## config.mk

```make
export PLATFORM = sky130hd
export DESIGN_NAME = rsc_reset_shutdown
export DESIGN_NICKNAME = d
export VERILOG_FILES = /design/src/include/rsc_pkg.sv /design/src/hw/rsc_reset_shutdown.sv
export SDC_FILE = /design/constraint.sdc
export NUM_CORES = 1
export LEC_CHECK = 0
export ABC_AREA = 1
export BUFFER_PORTS_ARGS = -buffer_cell sky130_fd_sc_hd__buf_2
export CORE_MARGIN = 2
export CORE_UTILIZATION = 40
export DETAILED_ROUTE_END_ITERATION = 16
export GPL_ROUTABILITY_DRIVEN = 1
export PLACE_DENSITY = 0.81
export REMOVE_ABC_BUFFERS = 1
export SKIP_LAST_GASP = 1
export SLEW_MARGIN = 20
export SYNTH_ARGS = -nofsm -noshare
export SYNTH_HDL_FRONTEND = slang
export SYNTH_SLANG_ARGS = --single-unit
```

## constraint.sdc

```tcl
create_clock -name clk -period 1.6 [get_ports clk]
set_clock_uncertainty 0.2 [all_clocks]
set_input_delay 0.32 -clock clk [delete_from_list [all_inputs] [get_ports clk]]
set_output_delay 0.32 -clock clk [all_outputs]
set_load 0.01 [all_outputs]
```

## src/include/rsc_pkg.sv

```systemverilog
// package of constants and carrier types for reset and shutdown control
package rsc_pkg;

   // ==========================================================
   // widths and reset values
   localparam int RSC_PORT_W = 18;               // number of port pins
   localparam logic [RSC_PORT_W-1:0] RSC_LATCH_RST = 18'h3_FFFF; // all latches high
   localparam logic [15:0] RSC_PC_RST = 16'h0000; // fetch start address
   localparam logic [1:0] RSC_CLK_LPOSC = 2'h0;  // internal low-power oscillator
   localparam logic [1:0] RSC_WDT_CLK_LFO = 2'h1; // low-frequency oscillator

   // ==========================================================
   // timing: reset hold after source release
   localparam int RSC_HOLD_NS = 100;             // least hold time, ns
   localparam int RSC_CLK_PERIOD_NS = 5;         // 200 MHz clock
   localparam int RSC_HOLD_CYC =
      (RSC_HOLD_NS + RSC_CLK_PERIOD_NS - 1) / RSC_CLK_PERIOD_NS;
   localparam int RSC_CNT_W = 8;                 // hold counter width

   // ==========================================================
   // sequencer states, gray along the usual path
   typedef enum logic [2:0] {
      RSC_ST_RESET = 3'b000,   // reset asserted
      RSC_ST_RELEASE = 3'b001, // hold counting before release
      RSC_ST_RUN = 3'b011,     // normal operation
      RSC_ST_STOP = 3'b010,    // regulator on, clocks stopped
      RSC_ST_SHUTDOWN = 3'b110 // regulator off
   } rsc_state_type;

   // reset-time controls that go to the rest of the chip
   typedef struct packed {
      logic core_halt;        // core may not execute
      logic regs_reset;       // module registers load reset values
      logic irq_disable;      // all interrupts off
      logic timer_disable;    // all timers off
      logic ram_hold;         // ram writes blocked, contents kept
   } rsc_ctrl_type;

   // pin configuration forced by reset
   typedef struct packed {
      logic [RSC_PORT_W-1:0] latch;      // port output latches
      logic [RSC_PORT_W-1:0] open_drain; // 1 = open-drain mode
      logic weak_pullup_en;              // global weak pull-up enable
   } rsc_pins_type;

   // clock and watchdog defaults
   typedef struct packed {
      logic [1:0] sysclk_sel;   // system clock source
      logic wdt_enable;         // watchdog enable
      logic [1:0] wdt_clk_sel;  // watchdog clock source
   } rsc_clkcfg_type;

endpackage : rsc_pkg

```

## src/hw/rsc_reset_shutdown.sv

```systemverilog
// reset and shutdown sequencer: reset entry/exit, stop and shutdown modes
// How it works
// shutdown after stop instruction, then regulator off
// shutdown keeps core, memory, peripherals unpowered
// only pin or power-on reset wakes
// reset halts core instruction execution
// registers reset except power-on-only bits
// reset disables interrupts and timers
// reset leaves data ram unchanged
// port latches one, ports open-drain
// weak pull-ups on during and after reset
// monitor or power-on reset drives pin low
// leaving reset clears pc to zero
// system clock defaults to low-power oscillator
// watchdog enabled, clocked from low-frequency oscillator
// stop with flag clear stops clocks until reset
// reset release synchronous to system clock
`timescale 1ns/10ps
`default_nettype none

module rsc_reset_shutdown
   import rsc_pkg::*;
(
   input wire logic clk,                  // system clock
   input wire logic rst,                  // synchronous active-high reset
   input wire logic pin_reset_n,          // external reset pin level, async
   input wire logic por_event,            // power-on reset detector, async
   input wire logic supply_mon_event,     // supply monitor trip, async
   input wire logic other_reset,          // internal resets: watchdog etc
   input wire logic stop_bit_set,         // stop bit written this cycle
   input wire logic instr_done,           // setting instruction completed
   input wire logic stop_config_flag,     // shutdown selected when set
   output logic reset_pin_drive_low,      // output enable pulling pin low
   output logic reset_pin_out,            // pin output level, always low
   output rsc_ctrl_type ctrl,             // reset controls to the chip
   output logic por_only_clear,           // clears power-on-only bits
   output rsc_pins_type pins,             // forced pin configuration
   output rsc_clkcfg_type clkcfg,         // clock and watchdog defaults
   output logic pc_load,                  // pulse: load program counter
   output logic [15:0] pc_value,          // program counter load value
   output logic osc_run,                  // internal oscillator enable
   output logic periph_clk_en,            // digital peripheral clocks
   output logic regulator_on,             // core regulator enable
   output logic core_power_on             // power to core, memory, periphs
);

   // ==========================================================
   // input synchronisers, two flops each
   logic [2:0] sync1; // first stage, read only by sync2
   logic [2:0] sync2; // second stage, safe to use
   always_ff @(posedge clk) begin
      if (rst) begin
         sync1 <= 3'h0;
         sync2 <= 3'h0;
      end else begin
         sync1 <= {~pin_reset_n, por_event, supply_mon_event};
         sync2 <= sync1;
      end
   end

   wire pin_rst = sync2[2];            // external pin reset
   wire por_rst = sync2[1];            // power-on reset
   wire mon_rst = sync2[0];            // supply monitor reset
   // only pin or power-on wake from shutdown; a supply monitor trip
   // still reaches mon_rst there and is simply left out of wake_src
   wire wake_src = pin_rst | por_rst;
   wire any_src = pin_rst | por_rst | mon_rst | other_reset;
   wire drive_src = por_rst | mon_rst;

   // ==========================================================
   // state machine
   rsc_state_type state;
   rsc_state_type next_state;
   logic [RSC_CNT_W-1:0] hold_cnt;     // release hold counter
   logic [RSC_CNT_W-1:0] next_hold_cnt;
   logic drive_latch;                  // pin pull-down request held
   logic next_drive_latch;
   logic por_seen;                     // power-on part of this reset

   wire stop_req = stop_bit_set & instr_done;  // act after instruction

   // next-state decode
   always_comb begin
      next_state = state;
      next_hold_cnt = hold_cnt;
      case (state)
         RSC_ST_RESET: begin
            // wait until every source is gone
            next_hold_cnt = '0;
            if (!any_src) begin
               next_state = RSC_ST_RELEASE;
            end
         end
         RSC_ST_RELEASE: begin
            if (any_src) begin
               next_state = RSC_ST_RESET;
            end else if (hold_cnt == RSC_CNT_W'(RSC_HOLD_CYC - 1)) begin
               next_state = RSC_ST_RUN;  // release on a clock edge
            end else begin
               next_hold_cnt = hold_cnt + RSC_CNT_W'(1);
            end
         end
         RSC_ST_RUN: begin
            if (any_src) begin
               next_state = RSC_ST_RESET;
            end else if (stop_req && stop_config_flag) begin
               next_state = RSC_ST_SHUTDOWN;
            end else if (stop_req) begin
               next_state = RSC_ST_STOP;
            end
         end
         RSC_ST_STOP: begin
            // any reset ends stop mode
            if (any_src) begin
               next_state = RSC_ST_RESET;
            end
         end
         RSC_ST_SHUTDOWN: begin
            // monitor and internal resets cannot wake
            if (wake_src) begin
               next_state = RSC_ST_RESET;
            end
         end
         default: begin
            next_state = RSC_ST_RESET;
         end
      endcase
   end

   // pull-down on the pin held until reset exits
   always_comb begin
      next_drive_latch = drive_latch;
      if (next_state == RSC_ST_RUN || next_state == RSC_ST_STOP) begin
         next_drive_latch = 1'b0;
      end else if (drive_src && (next_state == RSC_ST_RESET)) begin
         // a monitor trip while shut down is no reset: it must not arm
         // the pull-down for a later pin wake
         next_drive_latch = 1'b1;
      end
   end

   // state register
   always_ff @(posedge clk) begin
      if (rst) begin
         state <= RSC_ST_RESET;
         hold_cnt <= '0;
         drive_latch <= 1'b1;  // treat chip reset as power-on
      end else begin
         state <= next_state;
         hold_cnt <= next_hold_cnt;
         drive_latch <= next_drive_latch;
      end
   end

   // power-on seen flag, cleared once the sequence runs
   always_ff @(posedge clk) begin
      if (rst) begin
         por_seen <= 1'b1;
      end else if (por_rst) begin
         por_seen <= 1'b1;
      end else if (state == RSC_ST_RUN) begin
         por_seen <= 1'b0;
      end
   end

   // ==========================================================
   // output decode
   wire in_reset = (next_state == RSC_ST_RESET) || (next_state == RSC_ST_RELEASE);
   wire exit_now = (state == RSC_ST_RELEASE) && (next_state == RSC_ST_RUN);
   wire powered = (next_state != RSC_ST_SHUTDOWN);
   wire clocks = (next_state == RSC_ST_RUN) || in_reset;

   rsc_ctrl_type next_ctrl;
   rsc_pins_type next_pins;
   always_comb begin
      next_ctrl.core_halt = in_reset | ~clocks | ~powered;
      next_ctrl.regs_reset = in_reset;
      next_ctrl.irq_disable = in_reset;
      next_ctrl.timer_disable = in_reset;
      // ram only blocked from writes, never cleared
      next_ctrl.ram_hold = in_reset;
      next_pins = pins;
      if (in_reset) begin
         next_pins.latch = RSC_LATCH_RST;
         next_pins.open_drain = '1;
      end
      // pull-ups stay on afterwards; the enable is held at one in every state
      next_pins.weak_pullup_en = 1'b1;
   end

   // registered outputs
   always_ff @(posedge clk) begin
      if (rst) begin
         ctrl <= '1;
         por_only_clear <= 1'b1;
         pins <= {RSC_LATCH_RST, {RSC_PORT_W{1'b1}}, 1'b1};
         reset_pin_drive_low <= 1'b1;
         pc_load <= 1'b0;
         osc_run <= 1'b1;
         periph_clk_en <= 1'b1;
         regulator_on <= 1'b1;
         core_power_on <= 1'b1;
      end else begin
         ctrl <= next_ctrl;
         por_only_clear <= in_reset & (por_seen | por_rst);
         pins <= next_pins;
         reset_pin_drive_low <= in_reset & next_drive_latch;
         pc_load <= exit_now;
         osc_run <= clocks;
         periph_clk_en <= clocks;
         regulator_on <= powered;
         core_power_on <= powered;
      end
   end

   // constant pin level; only the enable moves
   always_ff @(posedge clk) begin
      reset_pin_out <= 1'b0;
   end

   // clock defaults, loaded during reset and held
   always_ff @(posedge clk) begin
      if (rst) begin
         clkcfg <= {RSC_CLK_LPOSC, 1'b1, RSC_WDT_CLK_LFO};
         pc_value <= RSC_PC_RST;
      end else if (in_reset) begin
         clkcfg.sysclk_sel <= RSC_CLK_LPOSC;
         clkcfg.wdt_enable <= 1'b1;
         clkcfg.wdt_clk_sel <= RSC_WDT_CLK_LFO;
         pc_value <= RSC_PC_RST;
      end
   end

   // ==========================================================
   // assertions
   a_shutdown_unpowered: assert property (@(posedge clk) disable iff (rst)
      (state == RSC_ST_SHUTDOWN) |-> !core_power_on && !regulator_on)
      else $error("power on during shutdown");

   a_shutdown_entry: assert property (@(posedge clk) disable iff (rst)
      (state == RSC_ST_RUN && !any_src && stop_req && stop_config_flag)
      |=> (state == RSC_ST_SHUTDOWN) ##0 !regulator_on)
      else $error("shutdown not entered");

   a_shutdown_wake: assert property (@(posedge clk) disable iff (rst)
      (state == RSC_ST_SHUTDOWN && !wake_src) |=> (state == RSC_ST_SHUTDOWN))
      else $error("shutdown left without wake source");

   a_reset_halts: assert property (@(posedge clk) disable iff (rst)
      (state == RSC_ST_RESET) |-> ctrl.core_halt && ctrl.irq_disable)
      else $error("core running in reset");

   a_ports_forced: assert property (@(posedge clk) disable iff (rst)
      (state == RSC_ST_RESET) |-> (pins.latch == RSC_LATCH_RST)
      && (&pins.open_drain) && pins.weak_pullup_en)
      else $error("ports not forced");

   a_pin_driven: assert property (@(posedge clk) disable iff (rst)
      (state == RSC_ST_RUN && mon_rst) |=> ##1 reset_pin_drive_low)
      else $error("reset pin not driven");

   a_pc_cleared: assert property (@(posedge clk) disable iff (rst)
      $rose(state == RSC_ST_RUN) |-> pc_load && (pc_value == RSC_PC_RST))
      else $error("pc not loaded at exit");

   a_clk_defaults: assert property (@(posedge clk) disable iff (rst)
      pc_load |-> clkcfg.wdt_enable && (clkcfg.wdt_clk_sel == RSC_WDT_CLK_LFO)
      && (clkcfg.sysclk_sel == RSC_CLK_LPOSC))
      else $error("clock defaults wrong");

   a_stop_clocks: assert property (@(posedge clk) disable iff (rst)
      (state == RSC_ST_STOP) |-> !osc_run && regulator_on)
      else $error("clocks running in stop");

endmodule : rsc_reset_shutdown
`default_nettype wire

```

# Word level (Yosys, flattened, before mapping)
# Cells that the tools add are included.
# classes
n_eq_ne	11
n_reduce_logical	11
n_addsub	1
bitwise	13
n_mux	14
# op_table
cell	count
3-bit two-way mux	8
8-bit two-way mux	2
8-bit case mux with 2 select lines	1
3-bit case mux with 5 select lines	1
3-bit by 2-bit == test with 1-bit output, second input constant	4
8-bit by 1-bit adder with 8-bit output, second input constant	1
8-bit by 5-bit == test with 1-bit output, second input constant	1
1-bit OR	7
3-bit by 1-bit == test with 1-bit output, second input constant	2
3-bit logical NOT	2
2-bit inequality test, second input constant	2
1-bit bitwise AND	3
3-bit == test, second input constant	1
1-bit logical AND	3
1-bit logical OR	3
3-bit inequality test, second input constant	1
1-bit NOT	3
3-bit AND reduction	1
1-bit two-way mux	2
2-bit nonzero test	1
2-bit OR reduction	1
# totals
reg_bits	26
word_cells	63
input_bits	9

# Longest topological paths before layout
# Gate-level depths: netlist of run 1.
# logic_depth
word_depth	11
depth_mapped	9

# Worst setup path before layout of run 1
# OpenSTA, ideal clock, no wires.
# synth_timing
kind	reg2reg
startpoint	register hold_cnt[0]
endpoint	register hold_cnt[2]
synth_period_minus_slack_ns	1.553
path_buffers	0
t_required_ns	1.285
path_slack_ns	0.047
arrival_time_ns	1.238
setup_ns	0.115
stages_incl_launch_ff	7
cell_sequence	dfxtp_1 ha_1 nand2_1 o21ai_4 nand2_4 a21oi_1 nor2_1
# synth_via
elab_chain_len	4
word_cells_on_any_way	7
cone_classes	1 x add/sub; 2 x eq/ne; 3 x mux; 1 x reduce/logical
# synth_lines
item	line_no	source
start: declaration	rsc_reset_shutdown.sv:74	logic [RSC_CNT_W-1:0] hold_cnt;
start signal: assignment	rsc_reset_shutdown.sv:150	hold_cnt <= next_hold_cnt;
8-bit by 1-bit adder with 8-bit output	rsc_reset_shutdown.sv:100	next_hold_cnt = hold_cnt + RSC_CNT_W'(1);
8-bit two-way mux	rsc_reset_shutdown.sv:97	end else if (hold_cnt == RSC_CNT_W'(RSC_HOLD_CYC - 1)) begin
8-bit two-way mux	rsc_reset_shutdown.sv:95	if (any_src) begin
8-bit case mux with 2 select lines	rsc_reset_shutdown.sv:86	case (state)
# Parallel ways exist; a longest one is shown, timed or not. The select of a mux whose other input is x is not followed.
# A chain may end at the register's enable or synchronous reset.

# Worst setup path after layout of run 1
# layout_timing
startpoint	register hold_cnt[5]
endpoint	register hold_cnt[1]
# layout_via
elab_chain_len	3
# layout_lines
item	line_no
8-bit by 5-bit == test with 1-bit output	rsc_reset_shutdown.sv:97
2-bit inequality test (no source line)	n/a
3-bit AND reduction (no source line)	n/a
# No other way between the ends.

==> results of run 1 <==
## layout by cell type, fill, tap and decap left out
master         count
nor2_2             2
o21ai_0            1
nand2_2            6
nand2_4            2
ha_1               1
nor2_1            27
dfxtp_1           22
clkbuf_8           3
a21oi_1           10
nand3_2            1
dfxtp_2            4
inv_1             19
buf_4              4
inv_2              5
bufinv_16          1
nor3_2             1
o21bai_1           1
nand2_1           27
o21ai_1            1
xor2_1             1
nor3_1             3
a21boi_2           1
buf_2             20
nand3b_1           2
nand4_1            2
dlygate4sd3_1      1
nor2_4             3
o21ai_4            1
conb_1            59
nand3_1           18
## cells by family (layout without fill, tap and decap cells)
family | Yosys count | count (layout) | share of synthesized area, %
AOI/OAI and AO/OA | 15 | 15 | 5.719
xor gates and xnor gates | 1 | 1 | 0.5268
DFF | 26 | 26 | 31.30
adders and majority gates | 1 | 1 | 0.7523
other | 2 | 59 | 0.4516
buffers and inverters | 90 | 53 | 34.76
and+or+nand+nor | 93 | 94 | 26.49
## metrics by stage
step	util (%)	setup TNS, ps	std cells
after global routing	42.23	-9.304	299
final	42.23	0	299
after detailed placement	39.35	0	292
after CTS	41.38	0	297
after global placement	39.35	0	292
after floorplan	-	0	219
## metal layers
metal	routed length [um]	track usage [%]	part of all wire, %
met5	0	0	0
met3	175	2.632	6.9
met2	1403	22.96	55
met4	20	1.500	0.79
met1	947	11.09	37
## timing repair
action	in CTS	in global routing
setup buffers	0	1
hold endpoints to repair	1	0
hold buffers	1	0
endpoints found under the setup margin	0	12
gates resized for setup	0	9
## power groups by stage
stage / clock, uW / sequential [uW] / combinational (uW)
CTS: 544 / 662 / 135
detailed placement: 0 / 677 / 133
global placement: 0 / 677 / 131
global route: 572 / 664 / 166
finish: 529 / 663 / 144
floorplan: 0 / 676 / 106
## flip-flops by register name (all words and copies together), names as in the netlist
register and flops:
por_only_clear 1, sync1 3, state 3, pc_load 1, ctrl 2, sync2 3
por_seen 1, drive_latch 1, reset_pin_drive_low 1, core_power_on 1, periph_clk_en 1, hold_cnt 8
## area by class of cell
class / count / area [um^2]
fill: 427 / 2311
multi-input combinational: 170 / 799.5
sequential: 26 / 525.5
timing repair buffer: 25 / 140.1
inverter: 24 / 90.09
tap: 50 / 62.56
clock buffer: 3 / 41.29
clock inverter: 1 / 30.03
## worst min-delay path, delay by kind of cell
| kind | cells | cell delay [ps] |
|---|---|---|
| and+or+nand+nor | 1 | 30 |
| buffers and inverters | 2 | 130 |
## how the worst max path moves through the flow
stage,cells past startpoint,to,start
final,6,hold_cnt[1],hold_cnt[5]
after global routing,7,hold_cnt[2],hold_cnt[5]
after CTS,6,hold_cnt[2],hold_cnt[1]
after detailed placement,6,hold_cnt[2],hold_cnt[1]
after global placement,6,hold_cnt[2],hold_cnt[1]
after floorplan,6,hold_cnt[2],hold_cnt[0]
==> run summary, run 1 <==
Outcome - complete, no violations
Synth Instances - 228
Root Buffer - clkbuf_8
Hold Crit Class - input pin to register
Num CTS Buffers - 3
Placed cell areas - 0.001574 mm^2
Ys flop type - dfxtp_1
Pre-CTS setup slack - 28.43 ps
Worst hold path stage count - 3
Largest delay share family, worst path - compound AO/OA/AOI/OAI gates
Hold path startpoint - supply_mon_event
Final ANT Viol Nets - 0
Drc violations - 0
1st-iter DRT viols - 91
Nets - 260
Switching power - 314.9 uW
Min Tclk post-route - 1501 ps
Initial antenna violation count - 0
Vias in the first global route - 1028
Power per cell area - 790.4 mW/mm^2
Vias post-DR - 1220
RSZ-0062 raised after global routing - yes
CTS Sinks - 26
Critical path's largest stage delay - 360 ps
P_int - 1020 uW
First-pass GRT wire length - 4.036 mm
Ant diodes - 0
Final hold violation count - 0
Hold Path End - sync1[0]
Skew-Pair Late Insertion Delay - 260 ps
CP cell instances - nor2_1 > nand2_2 > o21ai_4 > buf_4 > nand3_1 > a21oi_1
Overall Power - 1335 uW
Worst r2r dst - hold_cnt[1]
Sw frac - 23.59%
Vias/cell - 4.080
Worst EP required - 1600 ps
Area of the mapped netlist - 0.001663 mm^2
Unique cell type count in the Yosys netlist - 25
H-tree levels - 1
Maxcap violations - 0
Max FO, Critical Path - 8
Number of synthesized register bits - 26
WL/cell - 8.515 um
R2R Path Start - hold_cnt[5]
Top cells by area, synth - dfxtp_1 (31%), buf_4 (29%), nand2_1 (6.3%), nor2_1 (6.3%), nand3_1 (5.4%)
Area growth, synth to finish - 1.580%
Max Root-Sink Buffers - 2
Remaining global-route overflow - 0
Worst IR drop on VDD - 0.0007269 V
Setup CP Type - register to register
Clock power frac - 39.6%
CP Capture Type - register
R2r worst-path depth - 6
Die H - 68.48 um
Post-Syn Area per Cell - 7.293 um^2
Synth area leader - dfxtp_1
Synth top area share - 31.30%
Sequential power share - 49.6%
Drt pass-1 iters - 4
Max Fclk - 0.6664 GHz
Worst-path clk slew - 90 ps
Async set or reset register ratio after synthesis - 0%
IO buf count - 20
CTS tree - yes
CP max stage cell - dfxtp_1
Ports - 80
Count of pins over their slew limit - 0
Top-count cell post-synth - buf_4
Number of synthesized flops with an enable pin - 0
Post-layout instance area - 0.001689 mm^2
Tcrit/Tclk final - 93.79%
Hold Worst Slack - 49.90 ps
Comb pwr share - 10.8%
Die area - 0.004689 mm^2
Layout cell share with drive strength beyond 1 - 21.69%
DP HPWL - 2.073 mm
GRT Util Overall - 11.09%
Fin worst setup slack - 99.35 ps
Largest net degree at the start of global routing - 18
Initial Utilization - 41.57%
Std-Cell Core Area - 0.004000 mm^2
FF-to-FF setup slack - 100 ps
CP Buf/Inv Count - 1
Sequential fraction of the synthesis area - 31.30%
Most frequent cells after synthesis - buf_4 (64), nand2_1 (28), nor2_1 (28), dfxtp_1 (26), inv_1 (19)
Worst EP arrival - 1500 ps
Total Routed Length - 2.546 mm
Die X - 68.48 um
Floorplan row count - 23
Leakage power - 0.0008312 uW
Startpoint types - register
Ys Warns - 0
GP Congestion - 0.8848
Setup violations, final - 0
Power figures use the tool's default switching activity.
==> inputs of run 2 (changes only) <==
--- a/config.mk
+++ b/config.mk
@@ -7,11 +7,12 @@
 export LEC_CHECK = 0
 export ABC_AREA = 1
 export BUFFER_PORTS_ARGS = -buffer_cell sky130_fd_sc_hd__buf_2
+export CAP_MARGIN = 25
 export CORE_MARGIN = 2
 export CORE_UTILIZATION = 40
 export DETAILED_ROUTE_END_ITERATION = 16
 export GPL_ROUTABILITY_DRIVEN = 1
-export PLACE_DENSITY = 0.81
+export PLACE_DENSITY = 0.78
 export REMOVE_ABC_BUFFERS = 1
 export SKIP_LAST_GASP = 1
 export SLEW_MARGIN = 20
==> constraint.sdc (replaced) <==
create_clock -name clk -period 1.45 [get_ports clk]
set_clock_uncertainty 0.2 [all_clocks]
set_input_delay 0.29 -clock clk [delete_from_list [all_inputs] [get_ports clk]]
set_output_delay 0.29 -clock clk [all_outputs]
set_load 0.01 [all_outputs]
==> run 2 against run 1 <==
Design area up 14%; register-to-register slack got worse by 97 ps; sequential share of layout area down 3.0 points; total power decreased by 1.6%; worst setup slack worse by 97 ps; die area unchanged; core utilization increased by 5.8 points; critical path type unchanged; largest cell class unchanged; highest routed layer unchanged.
==> run summary, run 2 (synthesis results as in run 1) <==
Outcome - complete, no violations
Remaining global-route overflow - 0 (unchanged)
Worst EP arrival - 1410 ps (-90 ps)
Setup violations, final - 0 (unchanged)
Root Buffer - clkbuf_8
Min Tclk post-route - 1448 ps (-52.81 ps)
Nets - 276 (+6.2%)
Drt pass-1 iters - 4 (unchanged)
Area growth, synth to finish - 15.50%
Die area - 0.004689 mm^2 (unchanged)
1st-iter DRT viols - 77 (-15%)
Final ANT Viol Nets - 0 (unchanged)
GP Congestion - 0.8322 (-5.9%)
FF/Latch Area - 540.5 um^2 (+2.9%)
Max reg flops - 8 (unchanged)
Metal3 WL - 150 um (-14%)
Most frequent cells in the layout - conb_1 (59), nand2_1 (24), nor2_1 (22)
Maxcap violations - 0 (unchanged)
Setup CP Type - register to register
Area of the multi-input gates - 907.1 um^2 (+13%)
Ports - 80 (unchanged)
Worst IR drop on VDD - 0.0005497 V (-24%)
Die H - 68.48 um (unchanged)
Ant diodes - 0 (unchanged)
Initial Utilization - 41.57% (unchanged)
CP max stage cell - dfxtp_4
Drc violations - 0 (unchanged)
Total Routed Length - 3.088 mm (+21%)
Max Root-Sink Buffers - 2 (unchanged)
Initial antenna violation count - 0 (unchanged)
Worst EP required - 1420 ps (-180 ps)
Worst-path clk slew - 90 ps (about the same)
GRT Util Overall - 12.57% (+1.5 points)
Tcrit/Tclk final - 99.85% (+6.1 points)
Floorplan row count - 23 (unchanged)
Hold Crit Class - input pin to register
Leakage power - 0.0009238 uW (+11%)
CTS Sinks - 26 (unchanged)
WL/cell - 9.834 um (+15%)
H-tree levels - 1 (unchanged)
Max Fclk - 0.6907 GHz (+3.6%)
Final hold violation count - 0 (unchanged)
Final TNS setup - 0 ps (unchanged)
Skew-Pair Late Insertion Delay - 270 ps (about the same)
CP Capture Type - register
Post-layout instance area - 0.001921 mm^2 (+14%)
Crit-path most repeated cell - nand2_4
Count of pins over their slew limit - 0 (unchanged)
CTS tree - yes
DR WL met2 - 1.705 mm (+22%)
Critical path's largest stage delay - 380 ps (+20 ps)
Placed cell areas - 0.001649 mm^2 (+4.8%)
Vias/cell - 4.073 (-0.17%)
Power per cell area - 683.8 mW/mm^2 (-13%)
Max FO, Critical Path - 8 (unchanged)
Vias post-DR - 1279 (+4.8%)
Fillers - 427 (unchanged)
RSZ-0062 raised after global routing - yes
IO buf count - 20 (unchanged)
Metal-1 WL - 1.199 mm (+27%)
Commonest non-fill, non-tap cell in the layout - conb_1
Std-Cell Core Area - 0.004000 mm^2 (unchanged)
Biggest register - hold_cnt
First-pass GRT wire length - 4.381 mm (+8.5%)
Layout cell share with drive strength beyond 1 - 35.61% (+14 points)
Num CTS Buffers - 3 (unchanged)
CP cell instances - nor2_4 > nand2_4 > o21ai_4 > nand2_4 > nand2_1 > a21oi_2
Largest net degree at the start of global routing - 14 (-4)
Startpoint types - register
Vias in the first global route - 1055 (+2.6%)
Max Used Layer - met4
DP HPWL - 2.235 mm (+7.8%)
Die X - 68.48 um (unchanged)
[run 2: cell types whose count changed in the layout (fill, tap and decap cells not counted), moves of 4 or more]
cell     previous run  this run
buf_4               4        18
dfxtp_1            22        16
a21oi_1            10         5
a21oi_2             0         5
nor2_1             27        22
nor2_4              3         7
[run 2: final cells by class]
type,instances,area share (%)
Sequential cell,26,28.14
Clock buffer,3,2.150
Inverter,24,4.821
Tap cell,50,3.257
Multi-Input combinational cell,170,47.23
Timing Repair Buffer,41,14.40
[run 2: per-stage QoR]
stage / worst slack (ps) / util (%) / hold WS (ps) / std cells / power, uW
global placement: 1.695 / 41.23 / 190.1 / 302 / 899.7
finish: 2.161 / 48.01 / 18.42 / 314 / 1313
global route: -69.31 / 48.01 / 11.82 / 314 / 1377
detailed placement: -24.40 / 41.23 / 203.1 / 302 / 903.3
CTS: -5.659 / 43.26 / 21.62 / 308 / 1299
floorplan: -102.5 / - / 156.7 / 219 / 862.9
[run 2: report_power, final]
part	switching [uW]	leakage (uW)	internal, uW
Clock	217	0.0000216	186
Combinational	138	0.000685	43.4
Sequential	8.01	0.000217	720
[run 2: worst max-delay path, delay by kind of cell, from the launching register on]
family / cells / cell delay [ps]
flip-flops: 1 / 380
AND/OR/NAND/NOR: 4 / 410
AO/OA/AOI/OAI: 2 / 340
[run 2: worst paths after layout]
kind	startpoint	end	slack, ps	depth (start not counted)
worst max-delay path	hold_cnt[2]	hold_cnt[5]	2	6
worst min-delay path	por_event	sync1[1]	20	3
worst max register to register	hold_cnt[2]	hold_cnt[5]	2	6
worst min register to register	sync1[1]	sync2[1]	200	2
[run 2: repair_timing]
| action | 4_1_cts | 5_1_grt |
|---|---|---|
| hold buffers | 1 | 0 |
| gates resized for setup | 4 | 45 |
| endpoints found under the setup margin | 10 | 15 |
| pin swaps | 3 | 10 |
| endpoints found under the hold margin | 1 | 0 |
| setup buffers | 2 | 5 |
| cloned | 0 | 1 |
[run 2: per-layer routing]
| layer | global-route usage (%) | vias to the layer above |
|---|---|---|
| met5 | 0 | - |
| met4 | 4.500 | 0 |
| met3 | 2.467 | 2 |
| met2 | 23.20 | 39 |
| met1 | 14.11 | 580 |
| li1 | - | 658 |
==> inputs of run 3 (changes only) <==
--- a/config.mk
+++ b/config.mk
@@ -13,6 +13,7 @@
 export DETAILED_ROUTE_END_ITERATION = 16
 export GPL_ROUTABILITY_DRIVEN = 1
 export PLACE_DENSITY = 0.78
+export RECOVER_POWER = 100
 export REMOVE_ABC_BUFFERS = 1
 export SKIP_LAST_GASP = 1
 export SLEW_MARGIN = 20
==> run 3 against run 2 <==
Cell count unchanged; total power shrank 0.11%; worst setup slack lost 0.54 ps; register-to-register slack is essentially flat; clock-buffer cell count unchanged; hold slack about the same; first-iteration DRC count unchanged; critical path depth unchanged; sequential power about the same; routed wire length hardly changed; fmax about the same.
==> run summary, run 3 (synthesis results as in run 1) <==
Outcome - complete, no violations
Post-route insts no fill - 314 (unchanged)
Critical path's largest stage delay - 380 ps (about the same)
Ports - 80 (unchanged)
Setup violations, final - 0 (unchanged)
Initial Utilization - 41.57% (unchanged)
Count of pins over their slew limit - 0 (unchanged)
Std-Cell Core Area - 0.004000 mm^2 (unchanged)
Max FO, Critical Path - 8 (unchanged)
FF/Latch Area - 540.5 um^2 (unchanged)
Root Buffer - clkbuf_8
Drc violations - 0 (unchanged)
Largest net degree at the start of global routing - 14 (unchanged)
Total Routed Length - 3.091 mm (about the same)
Area growth, synth to finish - 14.75%
Die area - 0.004689 mm^2 (unchanged)
Commonest non-fill, non-tap cell in the layout - conb_1
Placed cell areas - 0.001649 mm^2 (unchanged)
Drt pass-1 iters - 4 (unchanged)
H-tree levels - 1 (unchanged)
Post-layout instance area - 0.001908 mm^2 (-0.65%)
DP HPWL - 2.235 mm (unchanged)
IO buf count - 20 (unchanged)
Worst EP required - 1420 ps (about the same)
CTS tree - yes
Biggest register - hold_cnt
Die H - 68.48 um (unchanged)
Final hold violation count - 0 (unchanged)
Final ANT Viol Nets - 0 (unchanged)
Crit-path most repeated cell - nand2_4
Area of the multi-input gates - 907.1 um^2 (unchanged)
Ant diodes - 0 (unchanged)
Remaining global-route overflow - 0 (unchanged)
Critical Path Source - hold_cnt[2]
GRT Util Overall - 12.57% (unchanged)
Most frequent cells in the layout - conb_1 (59), nand2_1 (24), nor2_1 (22)
Tcrit/Tclk final - 99.89% (about the same)
Nets - 276 (unchanged)
CP cell instances - nor2_4 > nand2_4 > o21ai_4 > nand2_4 > nand2_1 > a21oi_2
Fillers - 432 (+1.2%)
Max Fclk - 0.6904 GHz (about the same)
Startpoint types - register
Vias/cell - 4.076 (about the same)
CP max stage cell - dfxtp_4
Layout cell share with drive strength beyond 1 - 32.58% (-3.0 points)
Leakage power - 0.0009076 uW (-1.8%)
Final TNS setup - 0 ps (unchanged)
Setup CP Type - register to register
Initial antenna violation count - 0 (unchanged)
1st-iter DRT viols - 77 (unchanged)
Power per cell area - 687.5 mW/mm^2 (+0.54%)
R2R Path Start - hold_cnt[2]
Vias post-DR - 1280 (+0.078%)
Max Root-Sink Buffers - 2 (unchanged)
CTS Sinks - 26 (unchanged)
CP Capture Type - register
Die X - 68.48 um (unchanged)
Vias in the first global route - 1055 (unchanged)
Num CTS Buffers - 3 (unchanged)
Worst-path clk slew - 90 ps (about the same)
GP Congestion - 0.8322 (unchanged)
Dpl cells - 302 (unchanged)
Hold path startpoint - por_event
Skew-Pair Late Insertion Delay - 270 ps (about the same)
Maxcap violations - 0 (unchanged)
Worst IR drop on VDD - 0.0005467 V (-0.55%)
Min Tclk post-route - 1448 ps (+0.5355 ps)
Post-Route Utilization - 47.70% (-0.31 points)
Max reg flops - 8 (unchanged)
Worst EP arrival - 1410 ps (about the same)
Hold Crit Class - input pin to register
Floorplan row count - 23 (unchanged)
First-pass GRT wire length - 4.381 mm (unchanged)
WL/cell - 9.844 um (about the same)
Overall Power - 1312 uW (-0.11%)
RSZ-0062 raised after global routing - yes
==> run 3: changes by cell type in the layout (fill, tap and decap cells not counted), sizes merged <==
cell,change
buf,-8
clkbuf,+8
==> run 3: where the power goes <==
group / leakage, uW / total (uW) / switching, uW / internal (uW)
Clock: 0.0000216 / 404 / 218 / 186
Sequential: 0.000217 / 728 / 7.98 / 720
Combinational: 0.000669 / 180 / 138 / 41.8
==> run 3: final timing paths <==
path	slack [ps]	to	cells after the start
worst min register to register	200	sync2[1]	2
worst max-delay path	2	hold_cnt[5]	6
worst min-delay path	20	sync1[1]	3
worst max register to register	2	hold_cnt[5]	6
==> run 3: stage by stage <==
| stage | setup slack [ps] | hold WS [ps] |
|---|---|---|
| after global placement | 1.695 | 190.1 |
| after CTS | -5.659 | 21.62 |
| after detailed placement | -24.40 | 203.1 |
| final | 1.625 | 18.37 |
| after global routing | -69.31 | 11.82 |
| after floorplan | -102.5 | 156.7 |
==> run 3: repair_timing <==
item,CTS,global route
hold buffers,1,0
gates resized for setup,4,45
pin swaps,3,10
gates cloned,0,1
buffers inserted,2,5
hold endpoints to repair,1,0
setup endpoints to repair,10,15
==> run 3: final cells by class <==
type / instances / share of cell area (%)
multi-input cells: 170 / 47.54
inverters: 24 / 4.852
flip-flops and latches: 26 / 28.33
well taps: 50 / 3.279
clock buffers: 3 / 2.164
repair buffers: 41 / 13.84
==> run 3: metal layers <==
metal  vias up  track usage, %  routed length [um]
li1        659               -                   -
met1       580           14.11                1202
met2        39           23.20                1704
met3         2           2.467                 151
met4         0           4.500                  32
met5         -               0                   0
==> run 3: critical path, delay by kind of cell (launching register included) <==
| kind | cells | cell delay [ps] |
|---|---|---|
| and+or+nand+nor | 4 | 410 |
| AOI/OAI and AO/OA | 2 | 340 |
| DFF | 1 | 380 |
